--- config.mk ---
export PLATFORM = sky130hd
export DESIGN_NAME = mmp_mii_port
export DESIGN_NICKNAME = d
export VERILOG_FILES = /design/src/design/mmp_pkg.sv /design/src/design/mmp_mgmt_if.sv /design/src/design/mmp_mgmt_serial.sv /design/src/design/mmp_mii_port.sv
export SDC_FILE = /design/constraint.sdc
export NUM_CORES = 1
export LEC_CHECK = 0
export ABC_AREA = 1
export BUFFER_PORTS_ARGS = -buffer_cell sky130_fd_sc_hd__buf_2
export CAP_MARGIN = 15
export CORE_MARGIN = 8
export CORE_UTILIZATION = 60
export CTS_BUF_LIST = sky130_fd_sc_hd__clkbuf_2 sky130_fd_sc_hd__clkbuf_4 sky130_fd_sc_hd__clkbuf_8
export DETAILED_ROUTE_END_ITERATION = 6
export PLACE_DENSITY_LB_ADDON = 0.2
export SLEW_MARGIN = 20
export SYNTH_ARGS = -nofsm -noshare
export SYNTH_HDL_FRONTEND = slang
export SYNTH_SLANG_ARGS = --single-unit
--- constraint.sdc ---
create_clock -name mclk_i -period 5.9 [get_ports mclk_i]
set_input_delay 0.885 -clock mclk_i [delete_from_list [all_inputs] [get_ports mclk_i]]
set_output_delay 0.885 -clock mclk_i [all_outputs]
set_load 0.01 [all_outputs]
--- src/design/mmp_pkg.sv ---
// Purpose: constants and types for the MII MAC-side port
// Assumes: 250 MHz system clock, APB register access
// Notes: byte addresses, field positions and timing counts live here
// Summary of operation
// - management access is 32 bit times, 192 when multi mode with register 11111
// - two bits after start select read or write
// - then 5-bit device address and 5-bit register address
// - two turnaround bit times after register address for direction change
// - final part carries 16 data bits, or 176 in multi mode
// - transmission starts with enable high and first preamble nibble together
// - transmit nibble LSB on bit 0, MSB on bit 3
// - transmit enable and data change on transmit clock rising edges
// - transmit enable drops on the transmit clock rising edge after the last FCS nibble
// - collision input is synchronised before use
// - receive valid rises with preamble; one flag octet of training suffices
// - receive valid and data sampled on receive clock rising edges
// - receive error anywhere in a packet sets the bad flag at its end; its bytes are still delivered
// - opening flag found by 5Dh at nibble alignment; other patterns tolerated
// - carrier only gates deferral, never receive framing
// - internal PHY isolated from reset until disable bit cleared; external select 0
// - management clock high and low at least 160 ns, period at least 400 ns
// - management idle after 32 ones; new access only after that
package mmp_pkg;
	// register byte addresses
	localparam logic [7:0] ADDR_CONFIG    = 8'h00;
	localparam logic [7:0] ADDR_STATUS    = 8'h04;
	localparam logic [7:0] ADDR_TX_DATA   = 8'h08;
	localparam logic [7:0] ADDR_RX_DATA   = 8'h0C;
	localparam logic [7:0] ADDR_MGMT_CMD  = 8'h10;
	localparam logic [7:0] ADDR_MGMT_DATA = 8'h14;
	localparam logic [7:0] ADDR_MGMT_IDX  = 8'h18;
	// config fields
	localparam int CFG_EXTERNAL_PHY_SELECT_BIT_BIT   = 0;
	localparam int CFG_MEDIA_DIS_BIT = 1;
	localparam int CFG_FULL_DUP_BIT  = 2;
	localparam logic CFG_EXTERNAL_PHY_SELECT_BIT_RST   = 1'b0;
	localparam logic CFG_MEDIA_DIS_RST = 1'b1;
	localparam logic CFG_FULL_DUP_RST  = 1'b0;
	// status fields
	localparam int ST_TX_BUSY   = 0;
	localparam int ST_TX_EMPTY  = 1;
	localparam int ST_RX_VALID  = 2;
	localparam int ST_RX_DONE   = 3;
	localparam int ST_RX_BAD    = 4;
	localparam int ST_COLL      = 5;
	localparam int ST_CARRIER   = 6;
	localparam int ST_MGMT_BUSY = 7;
	localparam int ST_RX_OVER   = 8;
	localparam int ST_TX_UNDER  = 9;
	// data and command fields
	localparam int DATA_LAST_BIT = 8;
	localparam int CMD_OP_LSB    = 0;
	localparam int CMD_PHY_LSB   = 2;
	localparam int CMD_REG_LSB   = 7;
	localparam int CMD_MULTI_BIT = 12;
	localparam int CMD_GO_BIT    = 31;
	// management frame
	localparam logic [1:0] MGMT_OP_READ  = 2'b10;
	localparam logic [1:0] MGMT_OP_WRITE = 2'b01;
	localparam logic [1:0] MGMT_START    = 2'b01;
	localparam logic [4:0] MGMT_REG_ALL  = 5'h1F;
	localparam int MGMT_IDLE_BITS   = 32;
	localparam int MGMT_HDR_BITS    = 16;
	localparam int MGMT_ADDR_BITS   = 14;
	localparam int MGMT_WORD_BITS   = 16;
	localparam int MGMT_WORDS       = 11;
	localparam int MGMT_SINGLE_BITS = 32;
	localparam int MGMT_MULTI_BITS  = 192;
	// management clock timing
	localparam int CLK_PERIOD_NS = 4;
	localparam int MDC_HALF_MIN_NS = 160;
	localparam int MDC_PERIOD_MIN_NS = 400;
	localparam int MDC_HALF_A = (MDC_HALF_MIN_NS + CLK_PERIOD_NS - 1) / CLK_PERIOD_NS;
	localparam int MDC_HALF_B = (MDC_PERIOD_MIN_NS + 2 * CLK_PERIOD_NS - 1)
		/ (2 * CLK_PERIOD_NS);
	localparam int MDC_HALF_CYC = (MDC_HALF_A > MDC_HALF_B) ? MDC_HALF_A : MDC_HALF_B;
	// nibble patterns
	localparam logic [3:0] NIB_PREAMBLE = 4'h5;
	localparam logic [3:0] NIB_SFD      = 4'hD;
	localparam logic [3:0] PRE_NIBBLES  = 4'hF;

	typedef enum logic [3:0] {
		TX_IDLE = 4'b0001,
		TX_PRE  = 4'b0010,
		TX_LO   = 4'b0100,
		TX_HI   = 4'b1000
	} mmp_tx_state_type;

	typedef enum logic [2:0] {
		RX_IDLE = 3'b001,
		RX_HUNT = 3'b010,
		RX_DATA = 3'b100
	} mmp_rx_state_type;

	typedef enum logic [1:0] {
		MG_IDLE = 2'b01,
		MG_RUN  = 2'b10
	} mmp_mg_state_type;
endpackage : mmp_pkg

--- src/design/mmp_mgmt_if.sv ---
// Purpose: command and data path between register file and management engine
// Assumes: single clock domain
// Notes: none
`timescale 1ns/1ps
`default_nettype none
interface mmp_mgmt_if;
	logic        start;
	logic [1:0]  op;
	logic [4:0]  phy_addr;
	logic [4:0]  reg_select_field;
	logic        multi_en;
	logic        busy;
	logic        done;
	logic [3:0]  idx;
	logic        wr_en;
	logic [15:0] wdata;
	logic [15:0] rdata;

	modport regs (output start, op, phy_addr, reg_select_field, multi_en, idx, wr_en,
		wdata, input busy, done, rdata);
	modport engine (input start, op, phy_addr, reg_select_field, multi_en, idx, wr_en,
		wdata, output busy, done, rdata);
endinterface : mmp_mgmt_if
`default_nettype wire

--- src/design/mmp_mgmt_serial.sv ---
// Purpose: management serial frame engine, sources the management clock
// Assumes: management data pin input is asynchronous
// Notes: every access is preceded by 32 ones so the far end sees idle
`timescale 1ns/1ps
`default_nettype none
module mmp_mgmt_serial #(
	parameter int HALF_CYC = mmp_pkg::MDC_HALF_CYC
) (
	input  wire logic   mclk_i,
	input  wire logic   reset_i,
	mmp_mgmt_if.engine  cmd,
	output logic        mdc_o,
	input  wire logic   mdio_i,
	output logic        mdio_o,
	output logic        mdio_oe_o
);
	localparam int TOTAL_S = mmp_pkg::MGMT_IDLE_BITS + mmp_pkg::MGMT_SINGLE_BITS;
	localparam int TOTAL_M = mmp_pkg::MGMT_IDLE_BITS + mmp_pkg::MGMT_MULTI_BITS;

	mmp_pkg::mmp_mg_state_type state_q;
	logic [15:0] mem_q [mmp_pkg::MGMT_WORDS];
	logic [7:0]  half_q;
	logic [7:0]  bit_q;
	logic [7:0]  last_q;
	logic [15:0] hdr_q;
	logic        rd_q;
	logic        mdc_q;
	logic        mdio_s1_q;
	logic        mdio_s2_q;
	logic        half_end;

	// frame bit to drive at index b
	function automatic logic frame_bit(input logic [7:0] b, input logic [15:0] hdr);
		logic [7:0] f;
		logic [7:0] d;
		f = b - 8'(mmp_pkg::MGMT_IDLE_BITS);
		d = f - 8'(mmp_pkg::MGMT_HDR_BITS);
		if (b < 8'(mmp_pkg::MGMT_IDLE_BITS))
			frame_bit = 1'b1;
		else if (f < 8'(mmp_pkg::MGMT_HDR_BITS))
			frame_bit = hdr[4'(15 - f)];
		else
			frame_bit = mem_q[d[7:4]][4'(15 - d[3:0])];
	endfunction : frame_bit

	// true while the line is released for the PHY on reads
	function automatic logic released(input logic [7:0] b, input logic rd);
		released = rd && (b >= 8'(mmp_pkg::MGMT_IDLE_BITS + mmp_pkg::MGMT_ADDR_BITS));
	endfunction : released

	assign half_end = (half_q == 8'(HALF_CYC - 1));
	assign cmd.busy = (state_q == mmp_pkg::MG_RUN);
	assign cmd.rdata = mem_q[cmd.idx];
	assign mdc_o = mdc_q;

	always_ff @(posedge mclk_i) begin
		mdio_s1_q <= mdio_i;
		mdio_s2_q <= mdio_s1_q;
	end

	always_ff @(posedge mclk_i) begin
		if (reset_i || state_q == mmp_pkg::MG_IDLE || half_end)
			half_q <= 8'h00;
		else
			half_q <= half_q + 8'h01;
	end

	// each phase lasts HALF_CYC system clocks
	always_ff @(posedge mclk_i) begin
		if (reset_i) begin
			state_q   <= mmp_pkg::MG_IDLE;
			mdc_q     <= 1'b0;
			bit_q     <= 8'h00;
			last_q    <= 8'h00;
			hdr_q     <= 16'h0000;
			rd_q      <= 1'b0;
			mdio_o    <= 1'b1;
			mdio_oe_o <= 1'b0;
			cmd.done  <= 1'b0;
		end else begin
			cmd.done <= 1'b0;
			unique case (state_q)
				mmp_pkg::MG_IDLE: begin
					mdc_q     <= 1'b0;
					mdio_oe_o <= 1'b0;
					if (cmd.start) begin
						hdr_q <= {mmp_pkg::MGMT_START, cmd.op, cmd.phy_addr,
							cmd.reg_select_field, 2'b10};
						rd_q  <= (cmd.op == mmp_pkg::MGMT_OP_READ);
						last_q <= (cmd.multi_en &&
							cmd.reg_select_field == mmp_pkg::MGMT_REG_ALL) ?
							8'(TOTAL_M - 1) : 8'(TOTAL_S - 1);
						bit_q     <= 8'h00;
						mdio_o    <= 1'b1;
						mdio_oe_o <= 1'b1;
						state_q   <= mmp_pkg::MG_RUN;
					end
				end
				mmp_pkg::MG_RUN: begin
					if (half_end) begin
						mdc_q <= ~mdc_q;
						if (mdc_q) begin
							// falling edge: move to next bit
							if (bit_q == last_q) begin
								mdio_oe_o <= 1'b0;
								cmd.done  <= 1'b1;
								state_q   <= mmp_pkg::MG_IDLE;
							end else begin
								bit_q     <= bit_q + 8'h01;
								mdio_o    <= frame_bit(bit_q + 8'h01, hdr_q);
								mdio_oe_o <= ~released(bit_q + 8'h01, rd_q);
							end
						end
					end
				end
			endcase
		end
	end

	// data words, MSB first; read bits captured at rising edge
	always_ff @(posedge mclk_i) begin
		if (state_q == mmp_pkg::MG_IDLE && cmd.wr_en)
			mem_q[cmd.idx] <= cmd.wdata;
		else if (state_q == mmp_pkg::MG_RUN && half_end && !mdc_q && rd_q &&
			bit_q >= 8'(mmp_pkg::MGMT_IDLE_BITS + mmp_pkg::MGMT_HDR_BITS)) begin
			mem_q[4'((bit_q - 8'(mmp_pkg::MGMT_IDLE_BITS + mmp_pkg::MGMT_HDR_BITS)) >> 4)]
				[4'(15 - bit_q[3:0])] <= mdio_s2_q;
		end
	end
endmodule : mmp_mgmt_serial
`default_nettype wire

--- src/design/mmp_mii_port.sv ---
// Purpose: MAC side of the nibble media independent interface with APB registers
// Assumes: PHY clocks and status pins are asynchronous to mclk_i
// Notes: PHY clocks are oversampled; outputs follow detected rising edges
`timescale 1ns/1ps
`default_nettype none
module mmp_mii_port (
	input  wire logic        mclk_i,
	input  wire logic        reset_i,
	// APB slave
	input  wire logic        psel_i,
	input  wire logic        penable_i,
	input  wire logic        pwrite_i,
	input  wire logic [7:0]  paddr_i,
	input  wire logic [31:0] pwdata_i,
	output logic [31:0]      prdata_o,
	output logic             pready_o,
	output logic             pslverr_o,
	// transmit
	input  wire logic        tx_nibble_clock_i,
	output logic             tx_enable_out_o,
	output logic [3:0]       txd_o,
	// receive, carrier sense and collision
	input  wire logic        rx_nibble_clock_i,
	input  wire logic        rx_dv_i,
	input  wire logic        rx_er_i,
	input  wire logic [3:0]  rxd_i,
	input  wire logic        carrier_sense_in_i,
	input  wire logic        collision_in_i,
	// management serial
	output logic             mdc_o,
	input  wire logic        mdio_i,
	output logic             mdio_o,
	output logic             mdio_oe_o,
	// configuration
	output logic             external_phy_select_o,
	output logic             media_if_disable_o
);
	mmp_mgmt_if mg ();

	logic        external_phy_select_bit_q;
	logic        media_dis_q;
	logic        full_dup_q;
	logic [8:0]  tx_hold_q;
	logic        tx_hold_v_q;
	logic [7:0]  tx_cur_q;
	logic        tx_last_q;
	logic [3:0]  pre_cnt_q;
	logic        tx_under_q;
	logic        coll_q;
	logic [7:0]  rx_byte_q;
	logic        rx_valid_q;
	logic        rx_done_q;
	logic        rx_bad_q;
	logic        rx_over_q;
	logic [3:0]  rx_prev_q;
	logic [3:0]  rx_lo_q;
	logic        rx_half_q;
	logic        rx_err_q;
	logic [3:0]  mg_idx_q;
	logic [31:0] rd_mux;
	logic [31:0] status;
	logic        setup;
	logic        access;
	logic        wr_acc;
	logic        rd_acc;
	logic        mapped;
	logic        tx_take;
	logic        tx_edge;
	logic        rx_edge;
	logic        carrier;
	logic        collision;
	logic        rx_pop;
	logic        rx_push;
	logic        rx_end;
	logic        rx_end_bad;
	logic        tx_coll;
	logic        tx_under_ev;
	logic [2:0]  txc_q;
	logic [2:0]  rxc_q;
	logic [1:0]  crs_q;
	logic [1:0]  col_q;
	logic [1:0]  dv_q;
	logic [1:0]  er_q;
	logic [3:0]  rxd1_q;
	logic [3:0]  rxd2_q;
	mmp_pkg::mmp_tx_state_type tx_state_q;
	mmp_pkg::mmp_rx_state_type rx_state_q;

	// two-stage synchronisers; stage 0 feeds only stage 1
	always_ff @(posedge mclk_i) begin
		txc_q  <= {txc_q[1:0], tx_nibble_clock_i};
		rxc_q  <= {rxc_q[1:0], rx_nibble_clock_i};
		crs_q  <= {crs_q[0], carrier_sense_in_i};
		col_q  <= {col_q[0], collision_in_i};
		dv_q   <= {dv_q[0], rx_dv_i};
		er_q   <= {er_q[0], rx_er_i};
		rxd1_q <= rxd_i;
		rxd2_q <= rxd1_q;
	end

	assign tx_edge   = txc_q[1] && !txc_q[2];
	assign rx_edge   = rxc_q[1] && !rxc_q[2];
	assign carrier   = crs_q[1];
	assign collision = col_q[1];

	// APB decode, zero wait states
	assign setup    = psel_i && !penable_i;
	assign access   = psel_i && penable_i;
	assign pready_o = 1'b1;
	assign mapped   = (paddr_i == mmp_pkg::ADDR_CONFIG) || (paddr_i == mmp_pkg::ADDR_STATUS)
		|| (paddr_i == mmp_pkg::ADDR_TX_DATA) || (paddr_i == mmp_pkg::ADDR_RX_DATA)
		|| (paddr_i == mmp_pkg::ADDR_MGMT_CMD) || (paddr_i == mmp_pkg::ADDR_MGMT_DATA)
		|| (paddr_i == mmp_pkg::ADDR_MGMT_IDX);
	assign pslverr_o = access && !mapped;
	assign wr_acc    = access && pwrite_i && mapped;
	assign rd_acc    = access && !pwrite_i && mapped;
	assign rx_pop    = rd_acc && (paddr_i == mmp_pkg::ADDR_RX_DATA);

	always_comb begin
		status = 32'h0000_0000;
		status[mmp_pkg::ST_TX_BUSY]   = (tx_state_q != mmp_pkg::TX_IDLE);
		status[mmp_pkg::ST_TX_EMPTY]  = !tx_hold_v_q;
		status[mmp_pkg::ST_RX_VALID]  = rx_valid_q;
		status[mmp_pkg::ST_RX_DONE]   = rx_done_q;
		status[mmp_pkg::ST_RX_BAD]    = rx_bad_q;
		status[mmp_pkg::ST_COLL]      = coll_q;
		status[mmp_pkg::ST_CARRIER]   = carrier;
		status[mmp_pkg::ST_MGMT_BUSY] = mg.busy;
		status[mmp_pkg::ST_RX_OVER]   = rx_over_q;
		status[mmp_pkg::ST_TX_UNDER]  = tx_under_q;
	end

	always_comb begin
		rd_mux = 32'h0000_0000;
		unique case (paddr_i)
			mmp_pkg::ADDR_CONFIG: begin
				rd_mux[mmp_pkg::CFG_EXTERNAL_PHY_SELECT_BIT_BIT]   = external_phy_select_bit_q;
				rd_mux[mmp_pkg::CFG_MEDIA_DIS_BIT] = media_dis_q;
				rd_mux[mmp_pkg::CFG_FULL_DUP_BIT]  = full_dup_q;
			end
			mmp_pkg::ADDR_STATUS:    rd_mux = status;
			mmp_pkg::ADDR_TX_DATA:   rd_mux = {23'h000000, tx_hold_q};
			mmp_pkg::ADDR_RX_DATA:   rd_mux = {23'h000000, rx_valid_q, rx_byte_q};
			mmp_pkg::ADDR_MGMT_CMD:  rd_mux = {24'h000000, 7'h00, mg.busy};
			mmp_pkg::ADDR_MGMT_DATA: rd_mux = {16'h0000, mg.rdata};
			mmp_pkg::ADDR_MGMT_IDX:  rd_mux = {28'h0000000, mg_idx_q};
			default:                 rd_mux = 32'h0000_0000;
		endcase
	end

	// read data captured in the setup cycle
	always_ff @(posedge mclk_i) begin
		if (reset_i)
			prdata_o <= 32'h0000_0000;
		else if (setup)
			prdata_o <= rd_mux;
	end

	// configuration; internal PHY isolated from reset
	always_ff @(posedge mclk_i) begin
		if (reset_i) begin
			external_phy_select_bit_q   <= mmp_pkg::CFG_EXTERNAL_PHY_SELECT_BIT_RST;
			media_dis_q <= mmp_pkg::CFG_MEDIA_DIS_RST;
			full_dup_q  <= mmp_pkg::CFG_FULL_DUP_RST;
		end else if (wr_acc && paddr_i == mmp_pkg::ADDR_CONFIG) begin
			external_phy_select_bit_q   <= pwdata_i[mmp_pkg::CFG_EXTERNAL_PHY_SELECT_BIT_BIT];
			media_dis_q <= pwdata_i[mmp_pkg::CFG_MEDIA_DIS_BIT];
			full_dup_q  <= pwdata_i[mmp_pkg::CFG_FULL_DUP_BIT];
		end
	end
	assign external_phy_select_o = external_phy_select_bit_q;
	assign media_if_disable_o    = media_dis_q;

	// management command port
	always_ff @(posedge mclk_i) begin
		if (reset_i)
			mg_idx_q <= 4'h0;
		else if (wr_acc && paddr_i == mmp_pkg::ADDR_MGMT_IDX)
			mg_idx_q <= pwdata_i[3:0];
	end
	assign mg.start = wr_acc && paddr_i == mmp_pkg::ADDR_MGMT_CMD &&
		pwdata_i[mmp_pkg::CMD_GO_BIT] && !mg.busy;
	assign mg.op               = pwdata_i[mmp_pkg::CMD_OP_LSB +: 2];
	assign mg.phy_addr         = pwdata_i[mmp_pkg::CMD_PHY_LSB +: 5];
	assign mg.reg_select_field = pwdata_i[mmp_pkg::CMD_REG_LSB +: 5];
	assign mg.multi_en         = pwdata_i[mmp_pkg::CMD_MULTI_BIT];
	assign mg.idx              = mg_idx_q;
	assign mg.wr_en            = wr_acc && paddr_i == mmp_pkg::ADDR_MGMT_DATA;
	assign mg.wdata            = pwdata_i[15:0];

	mmp_mgmt_serial u_mgmt (
		.mclk_i    (mclk_i),
		.reset_i   (reset_i),
		.cmd       (mg),
		.mdc_o     (mdc_o),
		.mdio_i    (mdio_i),
		.mdio_o    (mdio_o),
		.mdio_oe_o (mdio_oe_o)
	);

	// transmit holding byte, one deep
	assign tx_take = tx_edge && (tx_state_q == mmp_pkg::TX_LO) && tx_hold_v_q && !collision;
	always_ff @(posedge mclk_i) begin
		if (reset_i) begin
			tx_hold_q   <= 9'h000;
			tx_hold_v_q <= 1'b0;
		end else if (wr_acc && paddr_i == mmp_pkg::ADDR_TX_DATA && !tx_hold_v_q) begin
			tx_hold_q   <= pwdata_i[8:0];
			tx_hold_v_q <= 1'b1;
		end else if (tx_take || (tx_coll && tx_hold_v_q)) begin
			tx_hold_v_q <= 1'b0;
		end
	end

	assign tx_coll     = tx_edge && tx_enable_out_o && collision;
	assign tx_under_ev = tx_edge && (tx_state_q == mmp_pkg::TX_LO) && !tx_hold_v_q &&
		!collision;

	// transmit nibble sequencer
	always_ff @(posedge mclk_i) begin
		if (reset_i) begin
			tx_state_q      <= mmp_pkg::TX_IDLE;
			tx_enable_out_o <= 1'b0;
			txd_o           <= 4'h0;
			pre_cnt_q       <= 4'h0;
			tx_cur_q        <= 8'h00;
			tx_last_q       <= 1'b0;
		end else if (tx_edge) begin
			if (tx_coll) begin
				tx_enable_out_o <= 1'b0;
				txd_o           <= 4'h0;
				tx_state_q      <= mmp_pkg::TX_IDLE;
			end else begin
				unique case (tx_state_q)
					mmp_pkg::TX_IDLE: begin
						tx_enable_out_o <= 1'b0;
						txd_o           <= 4'h0;
						if (tx_hold_v_q && (full_dup_q || !carrier)) begin
							tx_enable_out_o <= 1'b1;
							txd_o           <= mmp_pkg::NIB_PREAMBLE;
							pre_cnt_q       <= 4'h1;
							tx_state_q      <= mmp_pkg::TX_PRE;
						end
					end
					mmp_pkg::TX_PRE: begin
						pre_cnt_q <= pre_cnt_q + 4'h1;
						if (pre_cnt_q == mmp_pkg::PRE_NIBBLES) begin
							txd_o      <= mmp_pkg::NIB_SFD;
							tx_state_q <= mmp_pkg::TX_LO;
						end else begin
							txd_o <= mmp_pkg::NIB_PREAMBLE;
						end
					end
					mmp_pkg::TX_LO: begin
						if (tx_hold_v_q) begin
							txd_o      <= tx_hold_q[3:0];
							tx_cur_q   <= tx_hold_q[7:0];
							tx_last_q  <= tx_hold_q[mmp_pkg::DATA_LAST_BIT];
							tx_state_q <= mmp_pkg::TX_HI;
						end else begin
							tx_enable_out_o <= 1'b0;
							txd_o           <= 4'h0;
							tx_state_q      <= mmp_pkg::TX_IDLE;
						end
					end
					mmp_pkg::TX_HI: begin
						txd_o <= tx_cur_q[7:4];
						tx_state_q <= tx_last_q ? mmp_pkg::TX_IDLE : mmp_pkg::TX_LO;
					end
				endcase
			end
		end
	end

	// receive framing
	assign rx_push = rx_edge && dv_q[1] && (rx_state_q == mmp_pkg::RX_DATA) && rx_half_q;
	assign rx_end  = rx_edge && !dv_q[1] && (rx_state_q != mmp_pkg::RX_IDLE);
	assign rx_end_bad = rx_err_q || rx_half_q || (rx_state_q != mmp_pkg::RX_DATA);

	always_ff @(posedge mclk_i) begin
		if (reset_i) begin
			rx_state_q <= mmp_pkg::RX_IDLE;
			rx_prev_q  <= 4'h0;
			rx_lo_q    <= 4'h0;
			rx_half_q  <= 1'b0;
			rx_err_q   <= 1'b0;
		end else if (rx_edge) begin
			if (!dv_q[1]) begin
				rx_state_q <= mmp_pkg::RX_IDLE;
				rx_half_q  <= 1'b0;
				rx_err_q   <= 1'b0;
			end else begin
				rx_err_q  <= rx_err_q || er_q[1];
				rx_prev_q <= rxd2_q;
				unique case (rx_state_q)
					mmp_pkg::RX_IDLE: rx_state_q <= mmp_pkg::RX_HUNT;
					mmp_pkg::RX_HUNT: begin
						if (rx_prev_q == mmp_pkg::NIB_PREAMBLE && rxd2_q == mmp_pkg::NIB_SFD)
							rx_state_q <= mmp_pkg::RX_DATA;
					end
					mmp_pkg::RX_DATA: begin
						rx_half_q <= !rx_half_q;
						if (!rx_half_q)
							rx_lo_q <= rxd2_q;
					end
				endcase
			end
		end
	end

	// received byte register; hardware set wins over software pop
	always_ff @(posedge mclk_i) begin
		if (reset_i) begin
			rx_byte_q  <= 8'h00;
			rx_valid_q <= 1'b0;
		end else if (rx_push && (!rx_valid_q || rx_pop)) begin
			rx_byte_q  <= {rxd2_q, rx_lo_q};
			rx_valid_q <= 1'b1;
		end else if (rx_pop) begin
			rx_valid_q <= 1'b0;
		end
	end

	// sticky status, write one to clear, set wins
	always_ff @(posedge mclk_i) begin
		if (reset_i) begin
			rx_done_q  <= 1'b0;
			rx_bad_q   <= 1'b0;
			rx_over_q  <= 1'b0;
			coll_q     <= 1'b0;
			tx_under_q <= 1'b0;
		end else begin
			if (rx_end)
				rx_done_q <= 1'b1;
			else if (wr_acc && paddr_i == mmp_pkg::ADDR_STATUS && pwdata_i[mmp_pkg::ST_RX_DONE])
				rx_done_q <= 1'b0;
			if (rx_end && rx_end_bad)
				rx_bad_q <= 1'b1;
			else if (wr_acc && paddr_i == mmp_pkg::ADDR_STATUS && pwdata_i[mmp_pkg::ST_RX_BAD])
				rx_bad_q <= 1'b0;
			if (rx_push && rx_valid_q && !rx_pop)
				rx_over_q <= 1'b1;
			else if (wr_acc && paddr_i == mmp_pkg::ADDR_STATUS && pwdata_i[mmp_pkg::ST_RX_OVER])
				rx_over_q <= 1'b0;
			if (tx_coll)
				coll_q <= 1'b1;
			else if (wr_acc && paddr_i == mmp_pkg::ADDR_STATUS && pwdata_i[mmp_pkg::ST_COLL])
				coll_q <= 1'b0;
			if (tx_under_ev)
				tx_under_q <= 1'b1;
			else if (wr_acc && paddr_i == mmp_pkg::ADDR_STATUS && pwdata_i[mmp_pkg::ST_TX_UNDER])
				tx_under_q <= 1'b0;
		end
	end
endmodule : mmp_mii_port
`default_nettype wire

==> reports/qor.yml <==
die:
  pin_count: 100
  die-area_sq_um: 33500
  rows: 61
  start_util: 0.607
  core_area_sq_um: 27600
  die_h_um: 183
  die_w_um: 183
finish:
  nets: 2250
  seqCellArea_sq_um: 8150
  drive_gt1_frac: 0.119
  multi_input_area_sq_um: 7090
  antenna_cells: 0
  n_fill_cell: 2399
  synthToLayoutAreaGrowth_pct: 9.38
global_route:
  use_met1: 0.376
  antenna_found_initial: 0
  overflow: 0
  grt_pass1_vias: 14300
  met2_usage: 0.471
  grt.busiest_layer: "met2"
  grt_pass1_wl_um: 77100
  grt_max_degree: 89
  met3_usage: 0.0512
  track_usage: 0.294
synthesis:
  synth.distinct_cells: 55
  synth_edf_count: 176
  synthCells: 2149
  async_flop_share: 0
  ys_seq_area_frac: 0.486
  synth_top_family_by_area: "simple AND/OR/NAND/NOR gates"
  synth_warnings: 0
  synthSimpleGateAreaFrac: 0.250
  synth-adder-area-share: 0.0119
  synth.area.mux_share: 0
  ys.flop_type: "edfxtp_1"
  synthXorXnorAreaFrac: 0.00366
  ys_ff_latch: 319
  synth.cell_area_sq_um: 16800
  syn_avg_cell_area_sq_um: 7.80
  synth_compound_area_frac: 0.151
critical_path:
  critPathMaxFanout: 16
  required_ps: 6430
  critPathArrivalTime_ps: 4790
  timing_worst_setup_path_type: "reg2reg"
  r2r_setup_slack_ps: 1640
  r2r.worst_path.cells: 18
  cp-start-kind: "flip-flop"
  end_kind: "flip-flop"
drt:
  dr.pass1.iters: 7
  drc: 10
  via_per_inst: 5.94
  detail-route-antenna-nets: 0
  drtIter0Drc: 1940
  wl_per_cell_um: 19.4
  vias: 15400
  drt_wl_total_um: 50300
placed_design:
  port_buffers: 67
  dp_slack_ps: 1810
  gp_congestion: 0.955
  hpwl_um: 32100
timing:
  layout_setup_ws_ps: 1640
  fin_setup_tns_ps: 0
  tightest_slew_ps: 1090
  rsz0062_at_grt: "no"
  max_slew_margin: 0.272
  slew_viol_final: 0
  whs_ps: 321
  fin_crit_sh: 0.722
  finalClockSkew_ps: 27.1
  period_minus_slack_ps: 4260
  setup_violations: 0
  fmax_mhz: 235
  hold_violations: 0
clock_tree:
  cts-resized-gates: 0
  clkTransAtPathRegs_ps: 60
  cts_tree: "yes"
  ctsHoldBuffers: 0
  clk_latency_ps: 590
  cts.sinks: 319
  numCtsBuffers: 51
  h-tree-depth: 2
  cts_root_buf: "clkbuf_8"
  postCtsSetupBuffers: 0
  cts_buffer_depth: 3
outcome:
  status: "complete, but fails checks"
  violations: "design-rule violations"
pwr:
  total_leakage_power_nw: 7.35
  power_mw: 4.49
  vdd_ir_drop_max_mv: 0.260
  cellPowerDensity_nw_per_um2: 245
min_path:
  min_path_type: "reg2reg"
  hold_path_depth: 0
job:
  maxCapViolCount: 0
-- registers in the layout (all words and copies together), names as in the netlist, 4 cells and up, named ones only --
name	flops
tx_state_q	4
rxd2_q	4
u_mgmt.hdr_q	12
u_mgmt.mem_q	176
rx_byte_q	8
tx_cur_q	4
prdata_o	16
u_mgmt.half_q	8
rx_prev_q	4
pre_cnt_q	4
rxd1_q	4
mg.idx	4
tx_hold_q	9
rx_lo_q	4
u_mgmt.bit_q	8
txd_o	4
-- cells in the mapped netlist, types with 3 or more instances --
| cell | instances | area share |
|---|---|---|
| nand2_1 | 404 | 0.090 |
| nor2_1 | 273 | 0.061 |
| inv_1 | 255 | 0.057 |
| a21oi_1 | 187 | 0.056 |
| o21ai_0 | 186 | 0.056 |
| edfxtp_1 | 176 | 0.32 |
| nand3_1 | 164 | 0.049 |
| dfxtp_1 | 143 | 0.17 |
| clkbuf_1 | 89 | 0.020 |
| nor2_2 | 32 | 0.012 |
| nand4_1 | 26 | 0.0097 |
| o211ai_1 | 23 | 0.010 |
| buf_4 | 17 | 0.0076 |
| nor3_1 | 17 | 0.0051 |
| ha_1 | 16 | 0.012 |
| nand2_4 | 15 | 0.010 |
| a211oi_1 | 12 | 0.0054 |
| a31oi_1 | 11 | 0.0041 |
| buf_1 | 10 | 0.0022 |
| buf_6 | 9 | 0.0060 |
| o311ai_0 | 8 | 0.0042 |
| nand2_2 | 7 | 0.0026 |
| nor2_4 | 7 | 0.0047 |
| o31ai_1 | 7 | 0.0031 |
| buf_2 | 6 | 0.0018 |
| o2111ai_1 | 6 | 0.0031 |
| xor2_1 | 5 | 0.0026 |
| clkinv_1 | 3 | 0.00067 |
| inv_2 | 3 | 0.00067 |
-- kinds of logic after synthesis --
kind of cell,count (synthesis)
fa+ha+maj,16
compound gates,457
flops,319
xor+xnor,7
other cells,2
simple gates,954
buf+inv,394
-- layout make-up --
type,instances,area share
inverters,262,0.0538
repair buffers,93,0.0289
clock inverters,18,0.00798
multi-input cells,1451,0.387
well taps,378,0.0258
clock buffers,75,0.0522
flip-flops and latches,319,0.444
-- stage by stage --
step                      instances  instance area [sq um]  utilization
after floorplan                2164                  16800            -
final                          2596                  18300        0.664
after CTS                      2596                  18300        0.663
after global placement         2503                  17200        0.622
after detailed placement       2503                  17200        0.623
after global routing           2596                  18300        0.664
-- path summary, 6_finish.rpt --
kind	from	to
setup / recovery	u_mgmt.bit_q[0]$_SDFFE_PP0P_	u_mgmt.mdio_o$_SDFFE_PP1P_
hold / removal	rxd1_q[3]$_DFF_P_	rxd2_q[3]$_DFF_P_
setup reg to reg	u_mgmt.bit_q[0]$_SDFFE_PP0P_	u_mgmt.mdio_o$_SDFFE_PP1P_
hold reg to reg	rxd1_q[3]$_DFF_P_	rxd2_q[3]$_DFF_P_
-- power breakdown --
part           switching [mW]  total, mW  internal (mW)
Combinational          0.0734     0.0979         0.0244
Sequential            0.00577       2.36           2.35
Clock                   0.897       2.03           1.13
-- critical path, cell delays in order (launching register included) --
cell and delay [ps]:
dfxtp_1 810, ha_1 380, nand3_1 190, o21ai_0 280
inv_1 140, ha_1 350, xnor2_1 150, buf_4 190
inv_1 650, nand2_1 110, nand3_1 140, nand3_1 110
a21oi_1 220, nor2_1 70, nand2_1 100, nand3_1 110
nand2_1 90, nand2_1 50, nand2_1 50
-- cell usage in the layout, fill, tap and decap left out, drive strengths merged, types with 19 or more instances in the layout --
cell	Yosys	routed
nand4	26	26
nor3	19	19
o21ai	186	186
nand2	427	427
inv	259	260
a21oi	189	189
clkbuf	90	75
o211ai	23	23
buf	42	93
nand3	164	164
nor2	313	313
dfxtp	143	143
edfxtp	176	176
-- layer usage --
layer | vias to the layer above | part of all wire
li1 | 7144 | -
met1 | 7206 | 0.38
met2 | 891 | 0.45
met3 | 176 | 0.11
met4 | 0 | 0.053
met5 | - | 0
No activity file was read; power rests on OpenSTA's default activity.
